## src/logic/wdio_pkg.sv

```systemverilog
// package for the board watchdog and i/o control block
// assumes a 200 MHz clock and a byte-wide i/o port bus from the host cpu
package wdio_pkg;

  // ==========================================================================
  // port addresses
  localparam logic [9:0] ADDR_WD_CMD     = 10'h270;
  localparam logic [9:0] ADDR_SERIAL_LO  = 10'h271;
  localparam logic [9:0] ADDR_SERIAL_HI  = 10'h272;
  localparam logic [9:0] ADDR_EEPROM     = 10'h285;
  localparam logic [9:0] ADDR_VERSION    = 10'h28e;
  localparam logic [9:0] ADDR_IDENTITY   = 10'h28f;
  localparam logic [9:0] ADDR_WD_TIMEOUT = 10'h290;
  localparam logic [9:0] ADDR_LINE_MODE  = 10'h291;
  localparam logic [9:0] ADDR_DL_CTRL    = 10'h292;
  localparam logic [9:0] ADDR_WP_UNLOCK  = 10'h293;

  // decoded windows: base and last address
  localparam logic [9:0] WIN_WD_BASE     = 10'h270;
  localparam logic [9:0] WIN_WD_LAST     = 10'h277;
  localparam logic [9:0] WIN_ID_BASE     = 10'h280;
  localparam logic [9:0] WIN_ID_LAST     = 10'h28f;
  localparam logic [9:0] WIN_CTL_BASE    = 10'h290;
  localparam logic [9:0] WIN_CTL_LAST    = 10'h297;

  // ==========================================================================
  // command codes
  localparam logic [7:0] CMD_WD_ON       = 8'h40;
  localparam logic [7:0] CMD_WD_OFF      = 8'h50;
  localparam logic [7:0] CMD_TRIG_FIRST  = 8'h60;
  localparam logic [7:0] CMD_TRIG_SECOND = 8'h70;

  localparam logic [7:0] WP_STEP_A       = 8'h03;
  localparam logic [7:0] WP_STEP_B       = 8'h06;
  localparam logic [7:0] WP_UNLOCK_CODE  = 8'h01;
  localparam logic [7:0] WP_LOCK_CODE    = 8'h00;

  // ==========================================================================
  // reset values and field positions
  localparam logic [7:0] TIMEOUT_RESET   = 8'h00;
  localparam logic [7:0] LINE_MODE_RESET = 8'h00;
  localparam logic [7:0] DL_CTRL_RESET   = 8'h00;
  localparam logic [7:0] LINE_MODE_MASK  = 8'h07;
  localparam int         LM_DIFF_BIT     = 0;
  localparam int         LM_B1_BIT       = 1;
  localparam int         LM_B2_BIT       = 2;

  // ==========================================================================
  // timing
  localparam longint CLK_HZ          = 200_000_000;
  localparam longint TICK_MS         = 117;
  localparam longint TICK_CYCLES     = (CLK_HZ / 1000) * TICK_MS;
  localparam longint RESET_PULSE_NS  = 1000;
  localparam longint RESET_PULSE_CYC =
    (RESET_PULSE_NS * CLK_HZ + 999_999_999) / 1_000_000_000;

  // ==========================================================================
  // types
  typedef enum logic [2:0] {
    WP_IDLE  = 3'b000,
    WP_GOT_A = 3'b001,
    WP_GOT_B = 3'b010,
    WP_GOT_C = 3'b011
  } wp_state_t;

  typedef struct packed {
    logic       wr;    // one-cycle write strobe
    logic       rd;    // one-cycle read strobe
    logic [9:0] addr;  // i/o port address
    logic [7:0] wdata; // write data
  } io_req_t;

  typedef struct packed {
    logic diff_mode;  // differential line when set
    logic ctl_b1;     // bit 1 of line mode
    logic ctl_b2;     // bit 2 of line mode
  } line_mode_t;

endpackage

```

## src/logic/wd_counter.sv

```systemverilog
// watchdog countdown: prescaled tick, then unit count against timeout value
// assumes restart, run and limit come from the register side on i_clk
module wd_counter
  import wdio_pkg::*;
#(
  parameter longint TICK_CYC = TICK_CYCLES  // cycles per 117 ms unit
) (
  input  wire logic       i_clk,
  input  wire logic       i_rst_n,
  input  wire logic       i_run,
  input  wire logic       i_restart,
  input  wire logic [7:0] i_limit,
  output logic            o_expired
);

  initial begin
    if (TICK_CYC < 1) begin
      $error("tick length must be at least one cycle");
    end
  end

  localparam logic [31:0] TICK_LAST = 32'(TICK_CYC - 1);

  logic [31:0] pre_ff;    // cycles within one unit
  logic [7:0]  units_ff;  // whole units elapsed
  logic        exp_ff;    // expiry pulse

  // ==========================================================================
  // prescaler and unit counter; restart or stop clears both
  always_ff @(posedge i_clk or negedge i_rst_n) begin
    if (!i_rst_n) begin
      pre_ff   <= 32'h0;
      units_ff <= 8'h0;
      exp_ff   <= 1'b0;
    end else if (!i_run || i_restart) begin
      pre_ff   <= 32'h0;
      units_ff <= 8'h0;
      exp_ff   <= 1'b0;
    end else if (pre_ff == TICK_LAST) begin
      pre_ff <= 32'h0;
      // limit reached: fire once and start a fresh period
      if (units_ff + 8'h1 == i_limit) begin
        units_ff <= 8'h0;
        exp_ff   <= 1'b1;
      end else begin
        units_ff <= units_ff + 8'h1;
        exp_ff   <= 1'b0;
      end
    end else begin
      pre_ff <= pre_ff + 32'h1;
      exp_ff <= 1'b0;
    end
  end

  assign o_expired = exp_ff;

endmodule

```

## src/logic/board_watchdog_io_control.sv

```systemverilog
// board i/o register block: watchdog, timeout, write lock, serial line mode
// assumes a byte-wide host i/o bus with one-cycle read and write strobes,
// synchronous to i_clk; read data is registered one cycle after i_rd
module board_watchdog_io_control
  import wdio_pkg::*;
// Functional notes
// - watchdog off after any reset
// - write 40h to 270h enables watchdog
// - write 50h to 270h disables watchdog
// - restart countdown on 60h then 70h, or on 40h
// - timeout equals register 290h times 117 ms
// - timeout value zero keeps watchdog off
// - expiry asserts system reset pulse
// - write-protect port 293h is write only
// - 03h 06h 03h 01h unlocks 290h and 292h
// - 03h 06h 03h 00h relocks 290h and 292h
// - writes to 290h/292h ignored until unlocked
// - 291h bits select line mode and drivers
// - serial number readable at 271h and 272h
// - decode three windows, others reserved
// - 292h download control, writable while unlocked
#(
  parameter logic [15:0] SERIAL_NUMBER = 16'h0001, // arbitrary value
  parameter logic [7:0]  LOGIC_VERSION = 8'h01,    // arbitrary value
  parameter logic [7:0]  BOARD_ID      = 8'h5a,    // arbitrary value
  parameter longint      TICK_CYC      = TICK_CYCLES,
  parameter int          RST_PULSE     = int'(RESET_PULSE_CYC)
) (
  input  wire logic       i_clk,
  input  wire logic       i_arst_n,
  input  wire logic       i_wr,
  input  wire logic       i_rd,
  input  wire logic [9:0] i_addr,
  input  wire logic [7:0] i_wdata,
  input  wire logic [7:0] i_eeprom_rdata,
  output logic [7:0]      o_rdata,
  output logic            o_rvalid,
  output logic            o_eeprom_wr,
  output logic [7:0]      o_eeprom_wdata,
  output logic            o_sys_reset,
  output logic            o_wd_active,
  output logic            o_wp_unlocked,
  output logic [2:0]      o_line_mode,
  output logic [7:0]      o_dl_ctrl
);

  initial begin
    if (RST_PULSE < 1 || RST_PULSE > 255) begin
      $error("reset pulse length out of range");
    end
  end

  // ==========================================================================
  // reset release synchroniser
  logic rst_meta_ff;  // first stage, read only by the second
  logic rst_n_ff;     // reset copy used by the whole block

  // release through two flops so all flops leave reset on one edge
  always_ff @(posedge i_clk or negedge i_arst_n) begin
    if (!i_arst_n) begin
      rst_meta_ff <= 1'b0;
      rst_n_ff    <= 1'b0;
    end else begin
      rst_meta_ff <= 1'b1;
      rst_n_ff    <= rst_meta_ff;
    end
  end

  // ==========================================================================
  // request decode
  io_req_t req;  // bundled bus request
  assign req = '{wr: i_wr, rd: i_rd, addr: i_addr, wdata: i_wdata};

  logic wr_cmd;      // write to watchdog command port
  logic wr_timeout;  // write to timeout register
  logic wr_mode;     // write to line mode register
  logic wr_dl;       // write to download control
  logic wr_wp;       // write to write-protect port
  logic wp_open_ff;  // write protection unlocked

  assign wr_cmd     = req.wr && req.addr == ADDR_WD_CMD;
  assign wr_mode    = req.wr && req.addr == ADDR_LINE_MODE;
  assign wr_wp      = req.wr && req.addr == ADDR_WP_UNLOCK;
  // protected registers only see writes while unlocked
  assign wr_timeout = req.wr && req.addr == ADDR_WD_TIMEOUT
                      && wp_open_ff;
  assign wr_dl      = req.wr && req.addr == ADDR_DL_CTRL
                      && wp_open_ff;
  assign o_eeprom_wr    = req.wr && req.addr == ADDR_EEPROM;
  assign o_eeprom_wdata = req.wdata;

  // ==========================================================================
  // write-protect sequencer
  wp_state_t wp_ff;      // progress through the four-step sequence
  wp_state_t nxt_wp;     // next sequencer state
  logic      nxt_open;   // next lock state

  // walk 03h 06h 03h then 01h or 00h; any stray write starts over
  always_comb begin
    nxt_wp   = wp_ff;
    nxt_open = wp_open_ff;
    if (wr_wp) begin
      unique case (wp_ff)
        WP_IDLE: begin
          nxt_wp = (req.wdata == WP_STEP_A) ? WP_GOT_A : WP_IDLE;
        end
        WP_GOT_A: begin
          nxt_wp = (req.wdata == WP_STEP_B) ? WP_GOT_B
                 : (req.wdata == WP_STEP_A) ? WP_GOT_A : WP_IDLE;
        end
        WP_GOT_B: begin
          nxt_wp = (req.wdata == WP_STEP_A) ? WP_GOT_C : WP_IDLE;
        end
        WP_GOT_C: begin
          // final step decides unlock or relock
          if (req.wdata == WP_UNLOCK_CODE) begin
            nxt_open = 1'b1;
            nxt_wp   = WP_IDLE;
          end else if (req.wdata == WP_LOCK_CODE) begin
            nxt_open = 1'b0;
            nxt_wp   = WP_IDLE;
          end else if (req.wdata == WP_STEP_A) begin
            nxt_wp = WP_GOT_A;  // may be the start of a new sequence
          end else begin
            nxt_wp = WP_IDLE;
          end
        end
        default: begin
          nxt_wp = WP_IDLE;  // illegal codes recover
        end
      endcase
    end
  end

  // lock state: locked after every reset
  always_ff @(posedge i_clk or negedge rst_n_ff) begin
    if (!rst_n_ff) begin
      wp_ff      <= WP_IDLE;
      wp_open_ff <= 1'b0;
    end else begin
      wp_ff      <= nxt_wp;
      wp_open_ff <= nxt_open;
    end
  end

  // ==========================================================================
  // configuration registers
  logic [7:0] timeout_ff;  // timeout in 117 ms units
  line_mode_t mode_ff;     // serial line mode bits
  logic [7:0] dl_ctrl_ff;  // download control byte

  // timeout register, protected
  always_ff @(posedge i_clk or negedge rst_n_ff) begin
    if (!rst_n_ff) begin
      timeout_ff <= TIMEOUT_RESET;
    end else if (wr_timeout) begin
      timeout_ff <= req.wdata;
    end
  end

  // line mode: only bits 2..0 are held, upper bits reserved
  always_ff @(posedge i_clk or negedge rst_n_ff) begin
    if (!rst_n_ff) begin
      mode_ff <= line_mode_t'(LINE_MODE_RESET[2:0]);
    end else if (wr_mode) begin
      mode_ff.diff_mode <= req.wdata[LM_DIFF_BIT];
      mode_ff.ctl_b1    <= req.wdata[LM_B1_BIT];
      mode_ff.ctl_b2    <= req.wdata[LM_B2_BIT];
    end
  end

  // download control: stored only, meaning belongs to firmware
  always_ff @(posedge i_clk or negedge rst_n_ff) begin
    if (!rst_n_ff) begin
      dl_ctrl_ff <= DL_CTRL_RESET;
    end else if (wr_dl) begin
      dl_ctrl_ff <= req.wdata;
    end
  end

  // ==========================================================================
  // watchdog command handling
  logic wd_on_ff;     // software enable
  logic trig_arm_ff;  // first trigger byte seen
  logic restart;      // restart countdown this cycle
  logic wd_run;       // counter running
  logic expired;      // expiry pulse from counter

  // enable flag: off after reset, set by 40h, cleared by 50h
  always_ff @(posedge i_clk or negedge rst_n_ff) begin
    if (!rst_n_ff) begin
      wd_on_ff <= 1'b0;
    end else if (wr_cmd && req.wdata == CMD_WD_ON) begin
      wd_on_ff <= 1'b1;
    end else if (wr_cmd && req.wdata == CMD_WD_OFF) begin
      wd_on_ff <= 1'b0;
    end
  end

  // trigger pair: 60h arms, 70h right after completes; any other
  // command byte in between drops the arm
  always_ff @(posedge i_clk or negedge rst_n_ff) begin
    if (!rst_n_ff) begin
      trig_arm_ff <= 1'b0;
    end else if (wr_cmd) begin
      trig_arm_ff <= (req.wdata == CMD_TRIG_FIRST);
    end
  end

  assign restart = wr_cmd && trig_arm_ff
                   && req.wdata == CMD_TRIG_SECOND;
  // zero timeout keeps it off whatever the enable says
  assign wd_run  = wd_on_ff && timeout_ff != 8'h00;
  // enabling also starts a fresh period
  logic start_pulse;
  assign start_pulse = wr_cmd && req.wdata == CMD_WD_ON;

  // software relies on the trigger pair to keep this from firing
  wd_counter #(
    .TICK_CYC (TICK_CYC)
  ) u_counter (
    .i_clk     (i_clk),
    .i_rst_n   (rst_n_ff),
    .i_run     (wd_run),
    .i_restart (restart || start_pulse),
    .i_limit   (timeout_ff),
    .o_expired (expired)
  );

  // ==========================================================================
  // system reset pulse
  logic [7:0] rst_cnt_ff;  // remaining pulse cycles

  // stretch the expiry into a fixed reset pulse
  always_ff @(posedge i_clk or negedge rst_n_ff) begin
    if (!rst_n_ff) begin
      rst_cnt_ff <= 8'h00;
    end else if (expired) begin
      rst_cnt_ff <= 8'(RST_PULSE);
    end else if (rst_cnt_ff != 8'h00) begin
      rst_cnt_ff <= rst_cnt_ff - 8'h01;
    end
  end

  assign o_sys_reset = rst_cnt_ff != 8'h00;

  // ==========================================================================
  // read path
  logic [7:0] nxt_rdata;  // combinational read mux
  logic [7:0] rdata_ff;   // registered read data
  logic       rvalid_ff;  // read answer strobe

  // write-only ports and reserved addresses read as zero
  always_comb begin
    nxt_rdata = 8'h00;
    unique case (req.addr)
      ADDR_SERIAL_LO:  nxt_rdata = SERIAL_NUMBER[7:0];
      ADDR_SERIAL_HI:  nxt_rdata = SERIAL_NUMBER[15:8];
      ADDR_EEPROM:     nxt_rdata = i_eeprom_rdata;
      ADDR_VERSION:    nxt_rdata = LOGIC_VERSION;
      ADDR_IDENTITY:   nxt_rdata = BOARD_ID;
      ADDR_WD_TIMEOUT: nxt_rdata = timeout_ff;
      ADDR_LINE_MODE:  nxt_rdata = {5'h00, mode_ff.ctl_b2,
                                    mode_ff.ctl_b1, mode_ff.diff_mode};
      ADDR_DL_CTRL:    nxt_rdata = dl_ctrl_ff;
      ADDR_WP_UNLOCK:  nxt_rdata = 8'h00;
      default:         nxt_rdata = 8'h00;
    endcase
  end

  // any read strobe gets an answer one cycle later
  always_ff @(posedge i_clk or negedge rst_n_ff) begin
    if (!rst_n_ff) begin
      rdata_ff  <= 8'h00;
      rvalid_ff <= 1'b0;
    end else begin
      rvalid_ff <= req.rd;
      rdata_ff  <= req.rd ? nxt_rdata : 8'h00;
    end
  end

  // ==========================================================================
  // outputs
  assign o_rdata       = rdata_ff;
  assign o_rvalid      = rvalid_ff;
  assign o_wd_active   = wd_run;
  assign o_wp_unlocked = wp_open_ff;
  assign o_line_mode   = {mode_ff.ctl_b2, mode_ff.ctl_b1, mode_ff.diff_mode};
  assign o_dl_ctrl     = dl_ctrl_ff;

endmodule

```

## config.mk

```make
export PLATFORM = sky130hd
export DESIGN_NAME = board_watchdog_io_control
export DESIGN_NICKNAME = d
export VERILOG_FILES = /design/src/logic/wdio_pkg.sv /design/src/logic/wd_counter.sv /design/src/logic/board_watchdog_io_control.sv
export SDC_FILE = /design/constraint.sdc
export NUM_CORES = 1
export LEC_CHECK = 0
export ABC_AREA = 1
export BUFFER_PORTS_ARGS = -buffer_cell sky130_fd_sc_hd__buf_2
export CAP_MARGIN = 10
export CORE_MARGIN = 2
export CORE_UTILIZATION = 45
export CTS_CLUSTER_SIZE = 14
export DETAILED_ROUTE_END_ITERATION = 7
export GPL_ROUTABILITY_DRIVEN = 0
export PLACE_DENSITY = 0.76
export SYNTH_ARGS = -nofsm -noshare
export SYNTH_HDL_FRONTEND = slang
export SYNTH_HIERARCHICAL = 1
export SYNTH_SLANG_ARGS = --single-unit
```

## constraint.sdc

```tcl
create_clock -name i_clk -period 3 [get_ports i_clk]
set_clock_uncertainty 0.15 [all_clocks]
set_input_delay 0.15 -clock i_clk [delete_from_list [all_inputs] [get_ports i_clk]]
set_output_delay 0.15 -clock i_clk [all_outputs]
set_load 0.01 [all_outputs]
```

=== After elaboration in Yosys (flattened, before gate mapping) ===
Cells that the tools add are included.

* Bits in writable memories: 0
* Register bits after elaboration: 85
* Input bits: 30
* ROM bits: 0
* Output and inout bits: 32
* Memories kept: 0
* Latch bits: 0

* $mul: 0
* Div/mod/pow operators: 0
* Muxes and demuxes: 22
* $add $sub $neg: 3
* Shift-type cells: 0
* Bitwise gates (word level): 0
* Eq/ne operators: 21
* Reduce and logical (&&, ||, !) cells: 26
* $lt $le $gt $ge: 0

{| class="wikitable"
|+ Operator list
! cell !! count
|-
| 10-bit == test (second input constant) || 9
|-
| 32-bit 2-to-1 mux || 2
|-
| 8-bit 2-to-1 mux || 6
|-
| 8-bit case mux with 6 select lines || 1
|-
| 32-bit by 1-bit adder with 32-bit output (second input constant) || 1
|-
| 32-bit by 25-bit == test with 1-bit output (second input constant) || 1
|-
| 8-bit by 7-bit == test with 1-bit output (second input constant) || 4
|-
| 8-bit nonzero test || 2
|-
| 1-bit logical AND || 13
|-
| 3-bit case mux with 4 select lines || 1
|-
| 1-bit 2-to-1 mux || 10
|-
| 8-bit by 1-bit adder with 8-bit output (second input constant) || 1
|-
| 8-bit by 1-bit == test with 1-bit output (second input constant) || 1
|-
| 8-bit by 2-bit == test with 1-bit output (second input constant) || 1
|-
| 8-bit by 3-bit == test with 1-bit output (second input constant) || 1
|-
| 8-bit == test || 1
|-
| 8-bit logical NOT || 1
|-
| 2-bit nonzero test || 4
|-
| 8-bit by 1-bit subtractor with 8-bit output (second input constant) || 1
|-
| 3-bit by 2-bit == test with 1-bit output (second input constant) || 2
|-
| 3-bit by 1-bit == test with 1-bit output (second input constant) || 1
|-
| 3-bit logical NOT || 1
|-
| 3-bit 2-to-1 mux || 1
|-
| 3-bit AND reduction || 1
|-
| 4 further kinds || 5
|}

=== Logic depth before layout (Yosys ltp) ===
* Word-level depth: 7
* Mapped depth: 12
* Depth with buffers taken out: 11

=== Modules after synthesis ===
Netlist, hierarchy kept.

{| class="wikitable"
|+ Modules (own cells, without submodules)
! module !! cells each !! times used !! area an instance (um^2)
|-
| wd_counter || 401 || 1 || 2800.2
|-
| board_watchdog_io_control || 318 || 1 || 2521.2
|}

=== Worst setup path before layout ===
Ideal clock, no wire load.

* Kind: reg2reg
* From: register timeout_ff[6]
* To: register u_counter.pre_ff[12]
* Arrival time: 1567 ps
* Buffers on the path: 2
* Slack: 1150 ps
* Clock period less this slack: 1850 ps
* Stages on the path, launching flop included: 9
* Path through: dfrtp_1 > nor4_1 > a21boi_0 > inv_1 > nor2_1 > buf_2 > inv_1 > clkbuf_1 > nor2_1

* Longest elaborated chain between the ends: 5

{| class="wikitable"
|+ Ends and longest elaborated chain
! item !! RTL line !! text
|-
| from (decl) || board_watchdog_io_control.sv:148 || <nowiki>logic [7:0] timeout_ff;</nowiki>
|-
| from (signal assigned) || board_watchdog_io_control.sv:157 || <nowiki>timeout_ff <= req.wdata;</nowiki>
|-
| 8-bit nonzero test || board_watchdog_io_control.sv:213 || <nowiki>assign wd_run = wd_on_ff && timeout_ff != 8'h00;</nowiki>
|-
| 1-bit logical AND || board_watchdog_io_control.sv:213 ||
|-
| via o_wd_active || board_watchdog_io_control.sv:41 || <nowiki>output logic o_wd_active,</nowiki>
|-
| 1-bit logical NOT || wd_counter.sv:35 || <nowiki>end else if (!i_run || i_restart) begin</nowiki>
|-
| 1-bit logical OR || wd_counter.sv:35 ||
|-
| 32-bit 2-to-1 mux || wd_counter.sv:35 ||
|-
| to (signal assigned) || wd_counter.sv:50 || <nowiki>pre_ff <= pre_ff + 32'h1;</nowiki>
|-
| to (decl) || wd_counter.sv:24 || <nowiki>logic [31:0] pre_ff;</nowiki>
|}

The timed path passes the listed nets, and every way through them passes these cells.
A chain may end at the register's enable or synchronous reset.

=== Worst setup path in the final report ===
* From: input port i_wdata[1]
* To: register u_counter.pre_ff[2]

* Longest elaborated chain between the ends: 5

{| class="wikitable"
|+ Ends and longest elaborated chain
! item !! RTL line !! text
|-
| from (decl) || board_watchdog_io_control.sv:34 || <nowiki>input wire logic [7:0] i_wdata,</nowiki>
|-
| 8-bit by 7-bit == test with 1-bit output (on tied branches) || board_watchdog_io_control.sv:211, board_watchdog_io_control.sv:216 ||
|-
| 1-bit logical AND (on tied branches) || board_watchdog_io_control.sv:211, board_watchdog_io_control.sv:216 ||
|-
| 1-bit logical OR (*) || board_watchdog_io_control.sv:225 || <nowiki>.i_restart (restart || start_pulse),</nowiki>
|-
| 1-bit logical OR (*) || wd_counter.sv:35 ||
|-
| 32-bit 2-to-1 mux (*) || wd_counter.sv:35 ||
|}

Every way passes the cells marked *; elsewhere a longest branch is shown, timed or not.

==> summary.txt <==
GRT
  • Largest net degree at the start of global routing: 83
  • Vias in the first global route: 4583
  • Total global routing overflow: 0
  • Initial antenna violation count: 0
  • Total Routing Usage GR: 0.209
  • First-pass GRT wire length: 21500 µm

Synth
  • Number of synthesized flops with an enable pin: 0
  • Register bit total from synthesis: 84
  • Post-synth cell types: 40
  • Main synth FF type: dfrtp_1
  • Mean post-synth cell area: 7.40 µm²
  • Mapped Area: 0.00532 mm²
  • Cells after Synth: 719
  • Ys Warns: 6
  • Seq/Total Area, Yosys: 0.395
  • Syn nets: 753
  • Asr flop ratio synth: 1.00

Power and ir drop
  • Leakage: 0.00280 µW
  • Maximum vdd drop: 0.375 mV
  • Net Sw Power: 549 µW
  • Pint: 1940 µW
  • Sequential share of power: 0.468
  • Power Density: 407 mW/mm²
  • Comb pwr share: 0.046
  • Power, Total: 2490 µW
  • Clock share of power: 0.485
  • Net Sw Frac: 0.221

Cells and area
  • Ant. Diodes: 0
  • Share of layout cells above drive strength 1: 0.215
  • Area growth from synthesis to layout: 15.0%
  • Multi-input gate area: 0.00280 mm²
  • FILL cells: 1107
  • Post-Layout Cell Count: 932
  • FF+latch area: 0.00211 mm²
  • # nets final: 818

Clocking
  • H-tree levels: 3
  • CTS tree: done
  • CTS Hold Bufs: 10
  • Clock Path Buffers: 2
  • # resized after CTS: 0
  • CTS Root Cell: clkbuf_16
  • Worst skew pair latency: 0.34 ns
  • Post-CTS Setup Bufs: 0
  • Cts bufs inserted: 9
  • Clock Sinks: 84
  • Reg clk slew, reported paths: 0.06 ns

Timing
  • TNS Setup: 0 ns
  • Period utilization: 0.879
  • Fin Hold WS: 0.0267 ns
  • Slew @ Worst Pin: 1.05 ns
  • RSZ-0062 raised after global routing: no
  • Slew margin rel.: 0.300
  • Fin. max-slew vios: 0
  • Final min period: 2.64 ns
  • Final hold violation count: 0
  • Final setup fails: 0
  • Top achievable clock speed: 379 MHz

Worst setup path
  • Req. time, crit path: 3.10 ns
  • Reg2reg start: timeout_ff[6]$_DFFE_PN0P_
  • Setup crit end kind: register
  • Worst setup path category: input port to register
  • CP Data Arrival Time: 2.74 ns
  • Crit path launch: i_wdata[1]
  • Critical path startpoint category: input port
  • Peak fanout along the critical path: 21

Detailed routing
  • DR vias/cell: 5.14
  • Met2 wire len: 5840 µm
  • Post-Route M1 WL: 5770 µm
  • DR WL/cell: 13.4 µm
  • DRC: 0
  • DR iter-0 viols: 272
  • TritonRoute pass-1 iters: 5
  • Drt total wl: 12500 µm
  • Vias: 4788
  • Routed Antenna Nets: 0
  • Met3 Routed Length: 726 µm
  • Max Used Layer: met4

Hold path
  • Hold Crit Start: i_eeprom_rdata[7]
  • Hold crit path type: input port to register

Placement
  • DP Cell Count: 906
  • Dpl hpwl: 9490 µm
  • I/O Buffers: 61

Floorplan
  • Initial Utilization: 0.464
  • DIE WIDTH: 113 µm
  • Rows: 39
  • Core Area: 0.0115 mm²
  • Ports: 62
  • DIE AREA: 0.0127 mm²
  • Die H: 113 µm

Flow run
  • MaxCap Viol Count: 0

Status
  • Status: finished, final reports clean
## cells by family (layout without fill, tap and decap cells)
group	after synthesis	count (layout)	synth area share
xor gates and xnor gates	25	25	0.0411
adders and majority gates	4	4	0.00941
buffers and inverters	98	168	0.0797
AOI/OAI and AO/OA	36	36	0.0477
other	1	1	0.000705
and+or+nand+nor	471	471	0.426
DFF	84	84	0.395
## final cells by class
class,count,area share
clock buffers,11,0.0397
well taps,143,0.0292
clock inverters,5,0.0139
inverters,81,0.0497
multi-input cells,537,0.457
flip-flops and latches,84,0.344
repair buffers,71,0.0663
## metrics by stage
| step | setup WS (ns) | util | cell area, µm² |
|---|---|---|---|
| after floorplan | 0.337 | - | 5320 |
| after global placement | 0.600 | 0.496 | 5690 |
| after detailed placement | 0.475 | 0.496 | 5690 |
| after CTS | 0.325 | 0.533 | 6120 |
| after global routing | 0.0741 | 0.533 | 6120 |
| final | 0.362 | 0.533 | 6120 |
## power by group through the flow
stage               clock network [µW]  logic, µW  registers [µW]
floorplan                            0       60.5            1180
global placement                     0        104            1190
detailed placement                   0        105            1190
CTS                               1240        115            1170
global route                      1290        127            1170
finish                            1210        115            1160
## metal layers
layer / up-vias / GRT usage
li1: 2414 / -
met1: 2213 / 0.277
met2: 145 / 0.343
met3: 16 / 0.0434
met4: 0 / 0.0683
met5: - / 0
## cells in the mapped netlist (10+ instances only)
cell type / instances / area share
nor3_1: 16 / 0.015
xor2_1: 16 / 0.026
nor2_1: 115 / 0.081
nand4_1: 20 / 0.024
o21ai_2: 16 / 0.026
nand2_1: 191 / 0.13
nor2_2: 14 / 0.016
buf_4: 10 / 0.014
nand2_2: 13 / 0.015
dfrtp_1: 84 / 0.40
nand3_1: 62 / 0.058
inv_2: 18 / 0.013
inv_1: 63 / 0.044
## critical path, stage by stage
cell           delay (ns)
dlygate4sd3_1        0.52
buf_2                0.15
inv_1                0.11
nand2_1              0.10
nor2_1               0.06
nand3_1              0.10
a21oi_1              0.06
nor2_1               0.62
inv_1                0.55
nor3b_1              0.30
## sequential cells by signal, summed over array words and instances, names as in the netlist, 2 cells and up
| register | cells |
|---|---|
| o_rdata | 8 |
| wp_ff | 2 |
| o_dl_ctrl | 8 |
| timeout_ff | 8 |
| o_line_mode | 3 |
| u_counter/pre_ff | 32 |
| rst_cnt_ff | 8 |
| u_counter/units_ff | 8 |
## final timing paths
| kind | endpoint | slack, ns | cells past startpoint |
|---|---|---|---|
| setup / recovery | u_counter/pre_ff[2]$_DFF_PN0_ | 0.36 | 10 |
| hold / removal | o_rdata[7]$_DFF_PN0_ | 0.03 | 5 |
| setup reg to reg | u_counter/pre_ff[2]$_DFF_PN0_ | 0.50 | 6 |
| hold reg to reg | rst_n_ff$_DFF_PN0_ | 0.20 | 0 |
| max in group asynchronous | u_counter/units_ff[6]$_DFFE_PN0P_ | 1.65 | 0 |
| min in group asynchronous | u_counter/pre_ff[2]$_DFF_PN0_ | 0.35 | 0 |
## cell usage in the layout (no fill, tap or decap), types with 2 or more instances in the layout
cell	count
nand2_1	191
nor2_1	115
dfrtp_1	83
inv_1	63
nand3_1	62
buf_2	61
nand4_1	20
inv_2	18
nor3_1	16
o21ai_2	16
xor2_1	16
nor2_2	14
nand2_2	13
dlygate4sd3_1	10
nor2_4	9
xnor2_1	9
clkbuf_16	9
o21ai_1	6
nor3_2	6
nand3_2	5
a21oi_1	5
o21ai_0	4
ha_1	4
nor4_1	3
nor3b_1	3
nor2_8	2
nand3_4	2
nand2_4	2
o21a_1	2
bufinv_16	2
clkinv_4	2
nand4_2	2
nor3b_2	2
(Power assumes the default switching activity.)
